`config.mk`:
```
export PLATFORM = sky130hd
export DESIGN_NAME = gpb_ports
export DESIGN_NICKNAME = d
export VERILOG_FILES = /design/src/gpb_pkg.sv /design/src/gpb_pin_cell.sv /design/src/gpb_ports.sv
export SDC_FILE = /design/constraint.sdc
export NUM_CORES = 1
export LEC_CHECK = 0
export ABC_AREA = 1
export BUFFER_PORTS_ARGS = -buffer_cell sky130_fd_sc_hd__buf_2
export CAP_MARGIN = 20
export CORE_MARGIN = 2
export CORE_UTILIZATION = 47
export CTS_CLUSTER_SIZE = 30
export DETAILED_ROUTE_END_ITERATION = 6
export PLACE_DENSITY = 0.77
export SYNTH_ARGS = -nofsm -noshare
export SYNTH_HDL_FRONTEND = slang
export SYNTH_SLANG_ARGS = --single-unit
```
`constraint.sdc`:
```
create_clock -name mclk -period 1.35 [get_ports mclk]
set_clock_uncertainty 0.15 [all_clocks]
set_input_delay 0.27 -clock mclk [delete_from_list [all_inputs] [get_ports mclk]]
set_output_delay 0.27 -clock mclk [all_outputs]
set_load 0.05 [all_outputs]
```
`src/gpb_pkg.sv`:
```
// shared constants for the port b / port c gpio block
package gpb_pkg;

  // register bus geometry
  localparam int unsigned ADDR_W = 9;
  localparam int unsigned DATA_W = 8;

  // register offsets, low eight address bits (bit 8 is a bank mirror)
  localparam logic [7:0] OFF_PORT_B_DATA = 8'h06;
  localparam logic [7:0] OFF_PORT_C_DATA = 8'h07;
  localparam logic [7:0] OFF_INT_CTRL    = 8'h0C;
  localparam logic [7:0] OFF_OPTION      = 8'h81;
  localparam logic [7:0] OFF_PORT_B_DIR  = 8'h86;
  localparam logic [7:0] OFF_PORT_C_DIR  = 8'h87;
  localparam logic [7:0] OFF_CONV_CFG    = 8'h9F;

  // registers that exist only in the lower bank
  localparam logic [0:0] BANK_LOW = 1'h0;

  // values after reset
  localparam logic [7:0] RST_OPTION   = 8'hFF;
  localparam logic [7:0] RST_DIR      = 8'hFF;
  localparam logic [7:0] RST_CONV_CFG = 8'h00;
  localparam logic [7:0] RST_LATCH    = 8'h00;
  localparam logic [7:0] RST_ZERO     = 8'h00;

  // field positions
  localparam int unsigned POS_PULLUP_N   = 7;
  localparam int unsigned POS_CHANGE_FLG = 0;
  localparam int unsigned POS_EXT_INT    = 0;
  localparam int unsigned POS_SLAVE_SEL  = 1;
  localparam int unsigned POS_AN_EIGHT   = 2;
  localparam int unsigned POS_AN_NINE    = 3;
  localparam int unsigned POS_PROG_CLK   = 6;
  localparam int unsigned POS_PROG_DATA  = 7;
  localparam int unsigned POS_CHG_LO     = 4;
  localparam int unsigned POS_CHG_HI     = 7;

  // port configuration field of converter_config_one
  localparam int unsigned POS_PCFG_LO = 0;
  localparam int unsigned POS_PCFG_HI = 3;
  // pcfg codes below this limit turn pins 2 and 3 into analog inputs
  localparam logic [3:0] PCFG_ANALOG_B_LIMIT = 4'h2;

endpackage

```
`src/gpb_pin_cell.sv`:
```
// per-pin output driver with direction override and registered outputs
`timescale 1ns/1ps
module gpb_pin_cell #(
  parameter int unsigned W = 8
) (
  // clock and reset
  input  wire logic         mclk,
  input  wire logic         rst_n,
  // software side
  input  wire logic [W-1:0] latch,
  input  wire logic [W-1:0] dir,
  // override side, dir 1 means input
  input  wire logic [W-1:0] ovr_en,
  input  wire logic [W-1:0] ovr_dir,
  input  wire logic [W-1:0] ovr_out,
  // pin side
  output logic      [W-1:0] pin_out,
  output logic      [W-1:0] pin_oe_n,
  output logic      [W-1:0] eff_dir
);

  logic [W-1:0] dir_d;
  logic [W-1:0] out_d;
  logic [W-1:0] out_q;
  logic [W-1:0] oe_n_q;

  // an enabled override owns both direction and driven value
  assign dir_d = (ovr_en & ovr_dir) | (~ovr_en & dir);
  assign out_d = (ovr_en & ovr_out) | (~ovr_en & latch);

  // direction 1 lets go of the pin, 0 drives the latch
  always_ff @(posedge mclk or negedge rst_n) begin
    if (!rst_n) begin
      out_q  <= '0;
      oe_n_q <= '1;
    end else begin
      out_q  <= out_d;
      oe_n_q <= dir_d;
    end
  end

  assign pin_out  = out_q;
  assign pin_oe_n = oe_n_q;
  // combinational view for the owner's gating logic
  assign eff_dir  = dir_d;

endmodule

```
`src/gpb_ports.sv`:
```
// port b and port c general purpose io with change detect on b<7:4>
`timescale 1ns/1ps
// How it works
// [RULE1] pullup_enable_n low in option_config turns on all port b pull-ups
// [RULE2] a port b pin set as output never gets its pull-up
// [RULE3] option_config resets to all ones, so pull-ups start off
// [RULE4] only upper port b pins set as inputs take part in change detect
// [RULE5] each such pin is compared with its level at the last port b read
// [RULE6] per-pin mismatches are ored and set port_change_flag, bit 0
// [RULE7] a set port_change_flag raises the wake request out of sleep
// [RULE8] any port b data read or write refreshes the snapshot
// [RULE9] a lasting mismatch keeps setting the flag despite software clears
// [RULE10] software should not poll port b while waiting on the change flag
// [RULE11] port c direction 1 floats the pin, 0 drives its output latch
// [RULE12] an enabled peripheral overrides the port c pin direction
// [RULE13] no bit read-modify-write on port c direction during overrides
// [RULE14] port c pins carry timer, capture, serial and usart functions
// [RULE15] port b pin 0 feeds the external interrupt input
// [RULE16] port b pin 1 feeds the serial module slave select
// [RULE17] port b pin 2 doubles as analog channel eight
// [RULE18] port b pin 3 doubles as analog nine and low voltage detect
// [RULE19] in programming mode pin 6 is the clock and pin 7 the data
// [RULE20] port b direction 1 floats the pin, 0 drives its output latch
// [RULE21] data reads give pin levels, writes load the output latch
// [RULE22] snapshot is taken in the very cycle of the port b access
module gpb_ports
  import gpb_pkg::*;
(
  // clock and reset
  input  wire logic              mclk,
  input  wire logic              rst_n,
  // register port
  input  wire logic [ADDR_W-1:0] reg_addr,
  input  wire logic [DATA_W-1:0] reg_wdata,
  input  wire logic              reg_wr,
  input  wire logic              reg_rd,
  output logic      [DATA_W-1:0] reg_rdata,
  // port b pins
  input  wire logic [7:0]        pb_in,
  output logic      [7:0]        pb_out,
  output logic      [7:0]        pb_oe_n,
  output logic      [7:0]        pb_pullup_en,
  // port c pins
  input  wire logic [7:0]        pc_in,
  output logic      [7:0]        pc_out,
  output logic      [7:0]        pc_oe_n,
  // port c peripheral overrides, dir 1 forces input
  input  wire logic [7:0]        periph_en,
  input  wire logic [7:0]        periph_dir,
  input  wire logic [7:0]        periph_dout,
  output logic      [7:0]        periph_din,
  // port b alternate functions
  output logic                   ext_int_in,
  output logic                   ssp_slave_sel_n,
  output logic                   analog_channel_eight_sel,
  output logic                   analog_channel_nine_sel,
  output logic                   low_voltage_detect_input,
  // serial programming
  input  wire logic              prog_mode,
  input  wire logic              prog_data_out,
  input  wire logic              prog_data_drive,
  output logic                   prog_clk,
  output logic                   prog_data_in,
  // change interrupt
  output logic                   port_change_flag,
  output logic                   wake_req
);

  // software registers
  logic [7:0] port_b_latch_q;
  logic [7:0] port_c_latch_q;
  logic [7:0] port_b_direction_q;
  logic [7:0] port_c_direction_q;
  logic [7:0] option_config_q;
  logic [7:0] converter_config_one_q;

  // change detect state
  logic [3:0] snap_q;
  logic       flag_q;
  logic       flag_d;

  // read path
  logic [7:0] rdata_q;
  logic [7:0] rdata_d;

  // registered alternate-function and status outputs
  logic [7:0] pullup_q;
  logic [7:0] pullup_d;
  logic [7:0] periph_din_q;
  logic       ext_int_q;
  logic       slave_sel_n_q;
  logic       an_eight_q;
  logic       an_nine_q;
  logic       lvd_q;
  logic       prog_clk_q;
  logic       prog_data_in_q;
  logic       wake_q;

  // address decode
  logic [7:0] addr_lo;
  logic       bank_low;
  logic       sel_pb;
  logic       sel_pc;
  logic       sel_int;
  logic       sel_opt;
  logic       sel_pbdir;
  logic       sel_pcdir;
  logic       sel_conv;
  logic       pb_access;

  // derived port b state
  logic [7:0] pb_eff_dir;
  logic [7:0] pb_ovr_en;
  logic [7:0] pb_ovr_dir;
  logic [7:0] pb_ovr_out;
  logic [7:0] pb_read;
  logic [3:0] chg_inputs;
  logic [3:0] mismatch;
  logic       change_any;
  logic       analog_b;
  logic [3:0] pcfg;

  // port c direction after peripheral override
  logic [7:0] pc_eff_dir;

  // mirrored registers ignore address bit 8; the rest live in bank low
  assign addr_lo   = reg_addr[7:0];
  assign bank_low  = (reg_addr[ADDR_W-1] == BANK_LOW);
  assign sel_pb    = (addr_lo == OFF_PORT_B_DATA);
  assign sel_pc    = (addr_lo == OFF_PORT_C_DATA) && bank_low;
  assign sel_int   = (addr_lo == OFF_INT_CTRL);
  assign sel_opt   = (addr_lo == OFF_OPTION);
  assign sel_pbdir = (addr_lo == OFF_PORT_B_DIR);
  assign sel_pcdir = (addr_lo == OFF_PORT_C_DIR) && bank_low;
  assign sel_conv  = (addr_lo == OFF_CONV_CFG) && bank_low;
  assign pb_access = sel_pb && (reg_rd || reg_wr); // RULE8

  // analog selection of pins 2 and 3 from the port configuration field
  assign pcfg     = converter_config_one_q[POS_PCFG_HI:POS_PCFG_LO];
  assign analog_b = (pcfg < PCFG_ANALOG_B_LIMIT);

  // pins in analog mode read back as zero; others give the pin level
  assign pb_read = analog_b ?
                   (pb_in & ~(8'h01 << POS_AN_EIGHT)
                          & ~(8'h01 << POS_AN_NINE)) :
                   pb_in; // RULE21

  // programming mode takes pin 6 as input and lends pin 7 to the loader
  assign pb_ovr_en  = prog_mode ?
                      ((8'h01 << POS_PROG_CLK) | (8'h01 << POS_PROG_DATA)) :
                      8'h00; // RULE19
  assign pb_ovr_dir = (8'h01 << POS_PROG_CLK) |
                      (prog_data_drive ? 8'h00 :
                       (8'h01 << POS_PROG_DATA));
  assign pb_ovr_out = prog_data_out ? (8'h01 << POS_PROG_DATA) : 8'h00;

  // only upper pins that are inputs join the comparison
  assign chg_inputs = pb_eff_dir[POS_CHG_HI:POS_CHG_LO]; // RULE4
  assign mismatch   = (pb_in[POS_CHG_HI:POS_CHG_LO] ^ snap_q)
                      & chg_inputs; // RULE5
  assign change_any = |mismatch; // RULE6

  // set beats the software clear, so a held mismatch re-sets the flag
  assign flag_d = change_any ||
                  (flag_q && !(reg_wr && sel_int &&
                               !reg_wdata[POS_CHANGE_FLG])); // RULE9

  // pull-ups on input pins only, gated by the active-low global enable
  assign pullup_d = option_config_q[POS_PULLUP_N] ? 8'h00 :
                    pb_eff_dir; // RULE1 RULE2

  // software registers; reset leaves pull-ups off and all pins input
  always_ff @(posedge mclk or negedge rst_n) begin
    if (!rst_n) begin
      port_b_latch_q         <= RST_LATCH;
      port_c_latch_q         <= RST_LATCH;
      port_b_direction_q     <= RST_DIR;
      port_c_direction_q     <= RST_DIR;
      option_config_q        <= RST_OPTION; // RULE3
      converter_config_one_q <= RST_CONV_CFG;
    end else if (reg_wr) begin
      if (sel_pb) port_b_latch_q <= reg_wdata; // RULE21
      if (sel_pc) port_c_latch_q <= reg_wdata;
      if (sel_pbdir) port_b_direction_q <= reg_wdata;
      if (sel_pcdir) port_c_direction_q <= reg_wdata;
      if (sel_opt) option_config_q <= reg_wdata;
      if (sel_conv) converter_config_one_q <= reg_wdata;
    end
  end

  // snapshot follows the pins in the same cycle as the access
  always_ff @(posedge mclk or negedge rst_n) begin
    if (!rst_n) begin
      snap_q <= 4'h0;
    end else if (pb_access) begin
      snap_q <= pb_in[POS_CHG_HI:POS_CHG_LO]; // RULE22 RULE8
    end
  end

  // change flag and the wake request derived from it
  always_ff @(posedge mclk or negedge rst_n) begin
    if (!rst_n) begin
      flag_q <= 1'b0;
      wake_q <= 1'b0;
    end else begin
      flag_q <= flag_d; // RULE6
      wake_q <= flag_d; // RULE7
    end
  end

  // port b driver: direction 1 floats, 0 drives the latch
  gpb_pin_cell #(
    .W (8)
  ) u_port_b (
    .mclk     (mclk),
    .rst_n    (rst_n),
    .latch    (port_b_latch_q),
    .dir      (port_b_direction_q),
    .ovr_en   (pb_ovr_en),
    .ovr_dir  (pb_ovr_dir),
    .ovr_out  (pb_ovr_out),
    .pin_out  (pb_out),
    .pin_oe_n (pb_oe_n),
    .eff_dir  (pb_eff_dir)
  ); // RULE20

  // port c driver: enabled peripherals own direction and value
  gpb_pin_cell #(
    .W (8)
  ) u_port_c (
    .mclk     (mclk),
    .rst_n    (rst_n),
    .latch    (port_c_latch_q),
    .dir      (port_c_direction_q),
    .ovr_en   (periph_en),
    .ovr_dir  (periph_dir),
    .ovr_out  (periph_dout),
    .pin_out  (pc_out),
    .pin_oe_n (pc_oe_n),
    .eff_dir  (pc_eff_dir)
  ); // RULE11 RULE12

  // alternate-function inputs, registered so every output is a flop
  // the input buffers are digital; hysteresis is left to the pad
  always_ff @(posedge mclk or negedge rst_n) begin
    if (!rst_n) begin
      pullup_q       <= RST_ZERO;
      periph_din_q   <= RST_ZERO;
      ext_int_q      <= 1'b0;
      slave_sel_n_q  <= 1'b1;
      an_eight_q     <= 1'b0;
      an_nine_q      <= 1'b0;
      lvd_q          <= 1'b0;
      prog_clk_q     <= 1'b0;
      prog_data_in_q <= 1'b0;
    end else begin
      pullup_q       <= pullup_d;
      periph_din_q   <= pc_in; // RULE14
      ext_int_q      <= pb_in[POS_EXT_INT]; // RULE15
      slave_sel_n_q  <= pb_in[POS_SLAVE_SEL]; // RULE16
      an_eight_q     <= analog_b; // RULE17
      an_nine_q      <= analog_b; // RULE18
      lvd_q          <= pb_in[POS_AN_NINE]; // RULE18
      prog_clk_q     <= prog_mode && pb_in[POS_PROG_CLK]; // RULE19
      prog_data_in_q <= prog_mode && pb_in[POS_PROG_DATA];
    end
  end

  // read mux; port reads return pin levels, unmapped reads return zero
  always_comb begin
    rdata_d = RST_ZERO;
    if (sel_pb) begin
      rdata_d = pb_read; // RULE21
    end else if (sel_pc) begin
      rdata_d = pc_in;
    end else if (sel_int) begin
      rdata_d = {7'h00, flag_q};
    end else if (sel_opt) begin
      rdata_d = option_config_q;
    end else if (sel_pbdir) begin
      rdata_d = port_b_direction_q;
    end else if (sel_pcdir) begin
      rdata_d = port_c_direction_q;
    end else if (sel_conv) begin
      rdata_d = converter_config_one_q;
    end
  end

  // read data stands only in the cycle after the strobe
  always_ff @(posedge mclk or negedge rst_n) begin
    if (!rst_n) begin
      rdata_q <= RST_ZERO;
    end else if (reg_rd) begin
      rdata_q <= rdata_d;
    end else begin
      rdata_q <= RST_ZERO;
    end
  end

  // outputs
  assign reg_rdata                = rdata_q;
  assign pb_pullup_en             = pullup_q;
  assign periph_din               = periph_din_q;
  assign ext_int_in               = ext_int_q;
  assign ssp_slave_sel_n          = slave_sel_n_q;
  assign analog_channel_eight_sel = an_eight_q;
  assign analog_channel_nine_sel  = an_nine_q;
  assign low_voltage_detect_input = lvd_q;
  assign prog_clk                 = prog_clk_q;
  assign prog_data_in             = prog_data_in_q;
  assign port_change_flag         = flag_q;
  assign wake_req                 = wake_q;

  // the software-side usage notes need no hardware:
  // polling port b hides changes, and bit operations on port c
  // direction under override read back port_c_direction_q, never the forced values (RULE10 RULE13)

endmodule

```
Word level (Yosys, flattened, before mapping)
Cells that the tools add are included.
{"block": "word_totals", "ff_bits": 115, "latchBits": 0, "ramBits": 0, "mem_bits_ro": 0, "input_bits": 64, "out_inout_bits": 65, "n_memories": 0}
{"block": "classes", "n_addsub": 0, "mul": 0, "n_div": 0, "order_cmp": 1, "n_eq_ne": 7, "n_shift": 0, "mux": 13, "n_bitwise": 17, "n_reduce_logical": 20}
{"operator": "$mux W8", "n": 12}
{"operator": "$and A8 B8 Y8", "n": 8}
{"operator": "$eq A8 B8 Y1 const B", "n": 4}
{"operator": "$or A8 B8 Y8", "n": 4}
{"operator": "$eq A8 B3 Y1 const B", "n": 2}
{"operator": "$not A8 Y8", "n": 2}
{"operator": "$reduce_and A2 Y1", "n": 6}
{"operator": "$logic_and A1 B1 Y1", "n": 9}
{"operator": "$eq A8 B4 Y1 const B", "n": 1}
{"operator": "$and A4 B4 Y4", "n": 1}
{"operator": "$lt A4 B2 Y1 const B", "n": 1}
{"operator": "$mux W4", "n": 1}
{"operator": "$reduce_or A4 Y1", "n": 1}
{"operator": "$xor A4 B4 Y4", "n": 1}
{"operator": "$logic_not A1 Y1", "n": 2}
{"operator": "$logic_or A1 B1 Y1", "n": 2}
{"operator": "$not A1 Y1", "n": 1}

Logic depth before layout (Yosys ltp)
{"block": "depth", "ltp_word": 10, "depth_mapped": 11, "ltp_nobuf": 11}

Cells and area by module
From an unflattened synthesis, not the netlist that was laid out.
{"block": "hier_totals", "hier_cells": 574, "hier_area_um2": 4978.5}
{"module": "gpb_ports", "instances": 1, "cells_per_inst": 430, "area_per_inst_um2": 3737.3, "seq_area_each_um2": 2108.3}
{"module": "gpb_pin_cell", "instances": 2, "cells_per_inst": 72, "area_per_inst_um2": 620.6, "seq_area_each_um2": 410.4}

Worst setup path after synthesis
OpenSTA, ideal clock, no wires.
{"block": "synth_path", "path_kind": "input to register", "from": "input port reg_addr[6]", "to": "register rdata_q[3], in the netlist reg_rdata[3]", "setup_time_ns": 0.123, "arrival_ns": 1.205, "t_required_ns": 1.077, "path_slack_ns": -0.128, "cell_stages": 8, "path_buffers": 1, "cell_sequence": "inv_1 > nand2_2 > nor2_8 > nand2_4 > buf_6 > or2_2 > nand2_1 > a21oi_1"}
{"block": "synth_between", "elab_chain_len": 10, "word_cells_on_any_way": 18, "classes_between": "eq/ne (7); mux (8); reduce/logical (3)"}
{"item": "start, declared", "line": "gpb_ports.sv:33", "text": "input wire logic [ADDR_W-1:0] reg_addr,"}
{"item": "$eq A8 B8 Y1", "line": "gpb_ports.sv:135", "text": "assign sel_conv = (addr_lo == OFF_CONV_CFG) && bank_low;"}
{"item": "$logic_and A1 B1 Y1", "line": "gpb_ports.sv:135"}
{"item": "$mux W8", "line": "gpb_ports.sv:284", "text": "end else if (sel_conv) begin"}
{"item": "$mux W8", "line": "gpb_ports.sv:282", "text": "end else if (sel_pcdir) begin"}
{"item": "$mux W8", "line": "gpb_ports.sv:280", "text": "end else if (sel_pbdir) begin"}
{"item": "$mux W8", "line": "gpb_ports.sv:278", "text": "end else if (sel_opt) begin"}
{"item": "$mux W8", "line": "gpb_ports.sv:276", "text": "end else if (sel_int) begin"}
{"item": "$mux W8", "line": "gpb_ports.sv:274", "text": "end else if (sel_pc) begin"}
{"item": "$mux W8 (*)", "line": "gpb_ports.sv:272", "text": "if (sel_pb) begin"}
{"item": "$mux W8 (*)", "line": "gpb_ports.sv:293", "text": "end else if (reg_rd) begin"}
{"item": "end signal, assigned", "line": "gpb_ports.sv:294", "text": "rdata_q <= rdata_d;"}
{"item": "end, declared", "line": "gpb_ports.sv:83", "text": "logic [7:0] rdata_q;"}
Every way passes the cells marked *; elsewhere a longest branch is shown, timed or not.
A chain may end at the register's enable or synchronous reset.

Worst setup path in the final report
{"block": "layout_path", "from": "register u_port_b.oe_n_q[6], in the netlist u_port_b.pin_oe_n[6]", "to": "output port pb_oe_n[6]"}
{"item": "start, declared", "line": "gpb_pin_cell.sv:25", "text": "logic [W-1:0] oe_n_q;"}
{"item": "start signal, assigned", "line": "gpb_pin_cell.sv:38", "text": "oe_n_q <= dir_d;"}
{"item": "end, declared", "line": "gpb_ports.sv:41", "text": "output logic [7:0] pb_oe_n,"}
No word-level cell between the ends.

==> results.env <==
RESULT_OF_THE_RUN='complete, but fails checks'
FAILED_CHECKS='negative setup slack'
FMAXACHIEVABLE_GHz=0.610
FINALMAXSLEWVIOLATIONS=0
SYNTH.YOSYS.SEQ_AREA_SHARE_PCT=60.3
GP_CONGESTION=0.887
POWER.SHARE.SWITCHING_PCT=24.8
WORSTPATHBUFFERINVERTERCOUNT=1
CRITPATHTOPFAMILY='flip-flops'
CTS.SINKS=115
GLOBAL_ROUTE.OVERFLOW_TOTAL=0
ANTENNA_CELLS_INSERTED=0
CTS_BUFFERS=17
PLACEMENT.IO_BUFFERS=128
TMIN_FINAL_NS=1.64
HOLD_PATH_STARTPOINT='reg_wdata[6]'
SYN_NETS=559
CTS_ROOT_BUFFER='clkbuf_8'
MIN_PATH_TYPE='input port to register'
FINALCRITPERIODSHARE_PCT=121
YOSYS_WARNINGS=0
PLACEMENT_ROWS=37
SYNTH.AVG_CELL_AREA_UM2=9.82
SYNTH_FF_TYPE='dfrtp_1'
GROUTE.USAGE.OVERALL_PCT=26.7
TOP_LEVEL_PORTS=129
FP.COREAREA_UM2=10200
FINALHOLDVIOLATIONS=0
POWER_SHARE_OF_THE_COMBINATIONAL_GROUP_PCT=12.8
R2R_START='port_c_direction_q[5]'
POWER.INTERNAL_mW=7.20
SYNTH_ENABLE_FLOP_CELLS=0
YOSYSUNIQUECELLTYPES=30
DRIVE_ABOVE_1_SHARE_PCT=44.3
VIA_PER_INST=5.13
GRT_MAX_DEGREE=39
CTS_TREE='built'
CRIT_PATH_END_KIND='output port'
INITIAL_ANTENNA_VIOLATION_COUNT=0
POST_DRT_WL_PER_CELL_UM=17.0
NETSWITCHINGPOWER_mW=2.38
CPMAXSTAGEDELAYCELL='dfstp_2'
WORST_SLEW_MARGIN_REL_PCT=73.9
POWERDENSITY_nW_PER_UM2=1270
FIN_WS_NS=-0.289
DRT-PASS1-ITER-COUNT=5
FLOORPLAN.INITIALDENSITY_PCT=47.7
CLK_PATH_BUF_DEPTH=2
DRV_CAP=0
CLK-INSERTION-DELAY-LATE_NS=0.52
SYNTHARSTFLOPSHARE_PCT=100
REPORT.POWER.TOTAL_mW=9.57
AREAGROWTHSYNTHTOFINISH_PCT=55.3
SYN-INSTANCE-COUNT=495
DESIGN.DIE.AREA_UM2=11200
MAX-VDD-IR-DROP_mV=0.736
P_CLK_SHARE_PCT=48.0
FIN_NETS=771
CPPEAKSTAGEDELAY_NS=0.55
WL_UM=14500
HIGHEST_FANOUT_SEEN_ON_THE_CRITICAL_PATH=1
FINAL_UTIL_PCT=74.1
CTS_HTREE_LEVELS=4
POWER.SHARE.SEQUENTIAL_PCT=39.1
CLKSLEWWORSTSETUPHOLDPATHS_NS=0.06
WORST_SETUP_PATH_START_KIND='register'
SYNTH.CELL_AREA_UM2=4860
DP_HPWL_UM=8510
DIE_HEIGHT_UM=106
CRITPATHREQUIREDTIME_NS=0.93
TIMING_WORST_SLEW_PIN_VALUE_NS=0.391
STARTPOINT='u_port_b.pin_oe_n[6]'
WORST_EP_ARRIVAL_TIME_NS=1.22
VIA_COUNT=4394
CRITICAL_PATH.CELL_CHAIN='buf_8'
INITIALDRTVIOLATIONCOUNT=246
DIE_W_UM=106
GRT_SETUP_UNREPAIRED='true'
GRT_FIRST_PASS_WIRELENGTH_UM=22400
DRCVIOLATIONCOUNT=0
ANT_NETS=0
SETUP_VIOL_COUNT_FINAL=67
SYNTH_SEQ_CELLS=115
CRITICAL_PATH_CLASS='register to output port'
LEAKAGE_nW=3.71
VIA_COUNT_OF_THE_FIRST_GLOBAL_ROUTING_PASS=4439
cells in the final DEF, fill, tap and decap left out, types with 4 or more instances in the layout:
cell type and instances:
nand3_1 13, nand2_4 8, buf_12 4, dlygate4sd3_1 52
inv_2 14, buf_2 61, buf_4 24, buf_6 49
o21a_1 8, dfstp_2 41, inv_1 49, or2_2 5
nand2_2 17, a21oi_2 6, o21ai_0 34, o21ai_1 16
o21ai_2 18, nor2_1 21, dfrtp_1 73, nor2_4 4
nand3_2 5, bufinv_16 4, clkbuf_16 16, clkbuf_1 5
nand2_1 119, a21oi_1 4, buf_8 16, mux2_2 8
power groups by stage:
| stage | sequential (mW) | clock, mW | combinational, mW |
|---|---|---|---|
| 6_report | 3.75 | 4.60 | 1.23 |
| 3_3_place_gp | 3.76 | 0 | 0.919 |
| 4_1_cts | 3.74 | 4.64 | 1.19 |
| 2_1_floorplan | 4.06 | 0 | 0.238 |
| 5_1_grt | 3.76 | 4.84 | 1.30 |
| 3_5_place_dp | 3.76 | 0 | 0.942 |
metrics by stage:
step                setup TNS (ns)  worst slack (ns)  cells  hold slack, ns  instance area (µm²)
floorplan                   -0.238           -0.0604    495          -0.176                 4920
global placement            -11.58            -0.251    767          0.0217                 5820
detailed placement          -13.73            -0.328    767          0.0222                 5820
CTS                         -12.11            -0.305    852         0.00756                 7410
global route                -12.94            -0.323    856         0.00331                 7540
finish                      -10.51            -0.289    856          0.0119                 7540
synth_stat cells, types with 2 or more instances:
library cell  instances  area [µm²]
nor2_4                3        33.8
o21a_1                8        60.1
buf_4                 2        15.0
dfstp_2              41        1080
nor2_1               21        78.8
dfrtp_1              74        1850
o21ai_0              39         195
nor3_1                3        15.0
inv_1                61         229
nand3_1              19        95.1
o21ai_1              14        70.1
mux2_2                8        90.1
o21ai_2              15         131
nand2_1             131         492
buf_6                 8        90.1
inv_2                 6        22.5
clkbuf_1              3        11.3
nor2_8                2        40.0
or2_2                 5        31.3
xnor2_1               2        17.5
nand2_4               6        67.6
nand2_2               7        43.8
a21oi_1              10        50.1
cell type report:
cell class,count,area [µm²]
Tap cell,136,170
Clock inverter,9,155
Sequential cell,115,2930
Fill cell,633,2640
Multi-Input combinational cell,299,1680
Clock buffer,23,447
Timing Repair Buffer,206,1880
Inverter,68,285
final timing paths:
| check | to | slack, ns | depth (start not counted) |
|---|---|---|---|
| setup / recovery | pb_oe_n[6] | -0.29 | 1 |
| hold / removal | port_c_direction_q[6] | 0.01 | 3 |
| setup reg to reg | reg_rdata[5] | -0.02 | 8 |
| hold reg to reg | u_port_b.pin_out[4] | 0.23 | 0 |
| max in group asynchronous | option_config_q[1] | 0.45 | 3 |
| min in group asynchronous | wake_req | 0.03 | 2 |
logic make-up (layout without fill, tap and decap cells):
kind of cell / Yosys count / after routing / synth area share, %
simple gates: 201 / 201 / 19.0
mux: 8 / 8 / 1.85
compound gates: 88 / 88 / 10.8
xor+xnor: 2 / 2 / 0.361
buf+inv: 81 / 306 / 7.67
flops: 115 / 115 / 60.3
what timing repair did:
| item | CTS | global route |
|---|---|---|
| hold endpoints to repair | 145 | 2 |
| endpoints found under the setup margin | 66 | 79 |
| resized for setup | 146 | 41 |
| hold buffers | 51 | 2 |
| pin swaps | 0 | 19 |
| buffers inserted | 2 | 4 |
per-layer routing:
layer  vias to the layer above  track usage [%]  wire length [µm]
met5                         -                0                 0
met4                         0             12.5               648
met3                        62             7.85               988
met2                       236             44.8              7300
met1                      2107             31.6              5600
li1                       1989                -                 -
No activity file was read; power rests on OpenSTA's default activity.
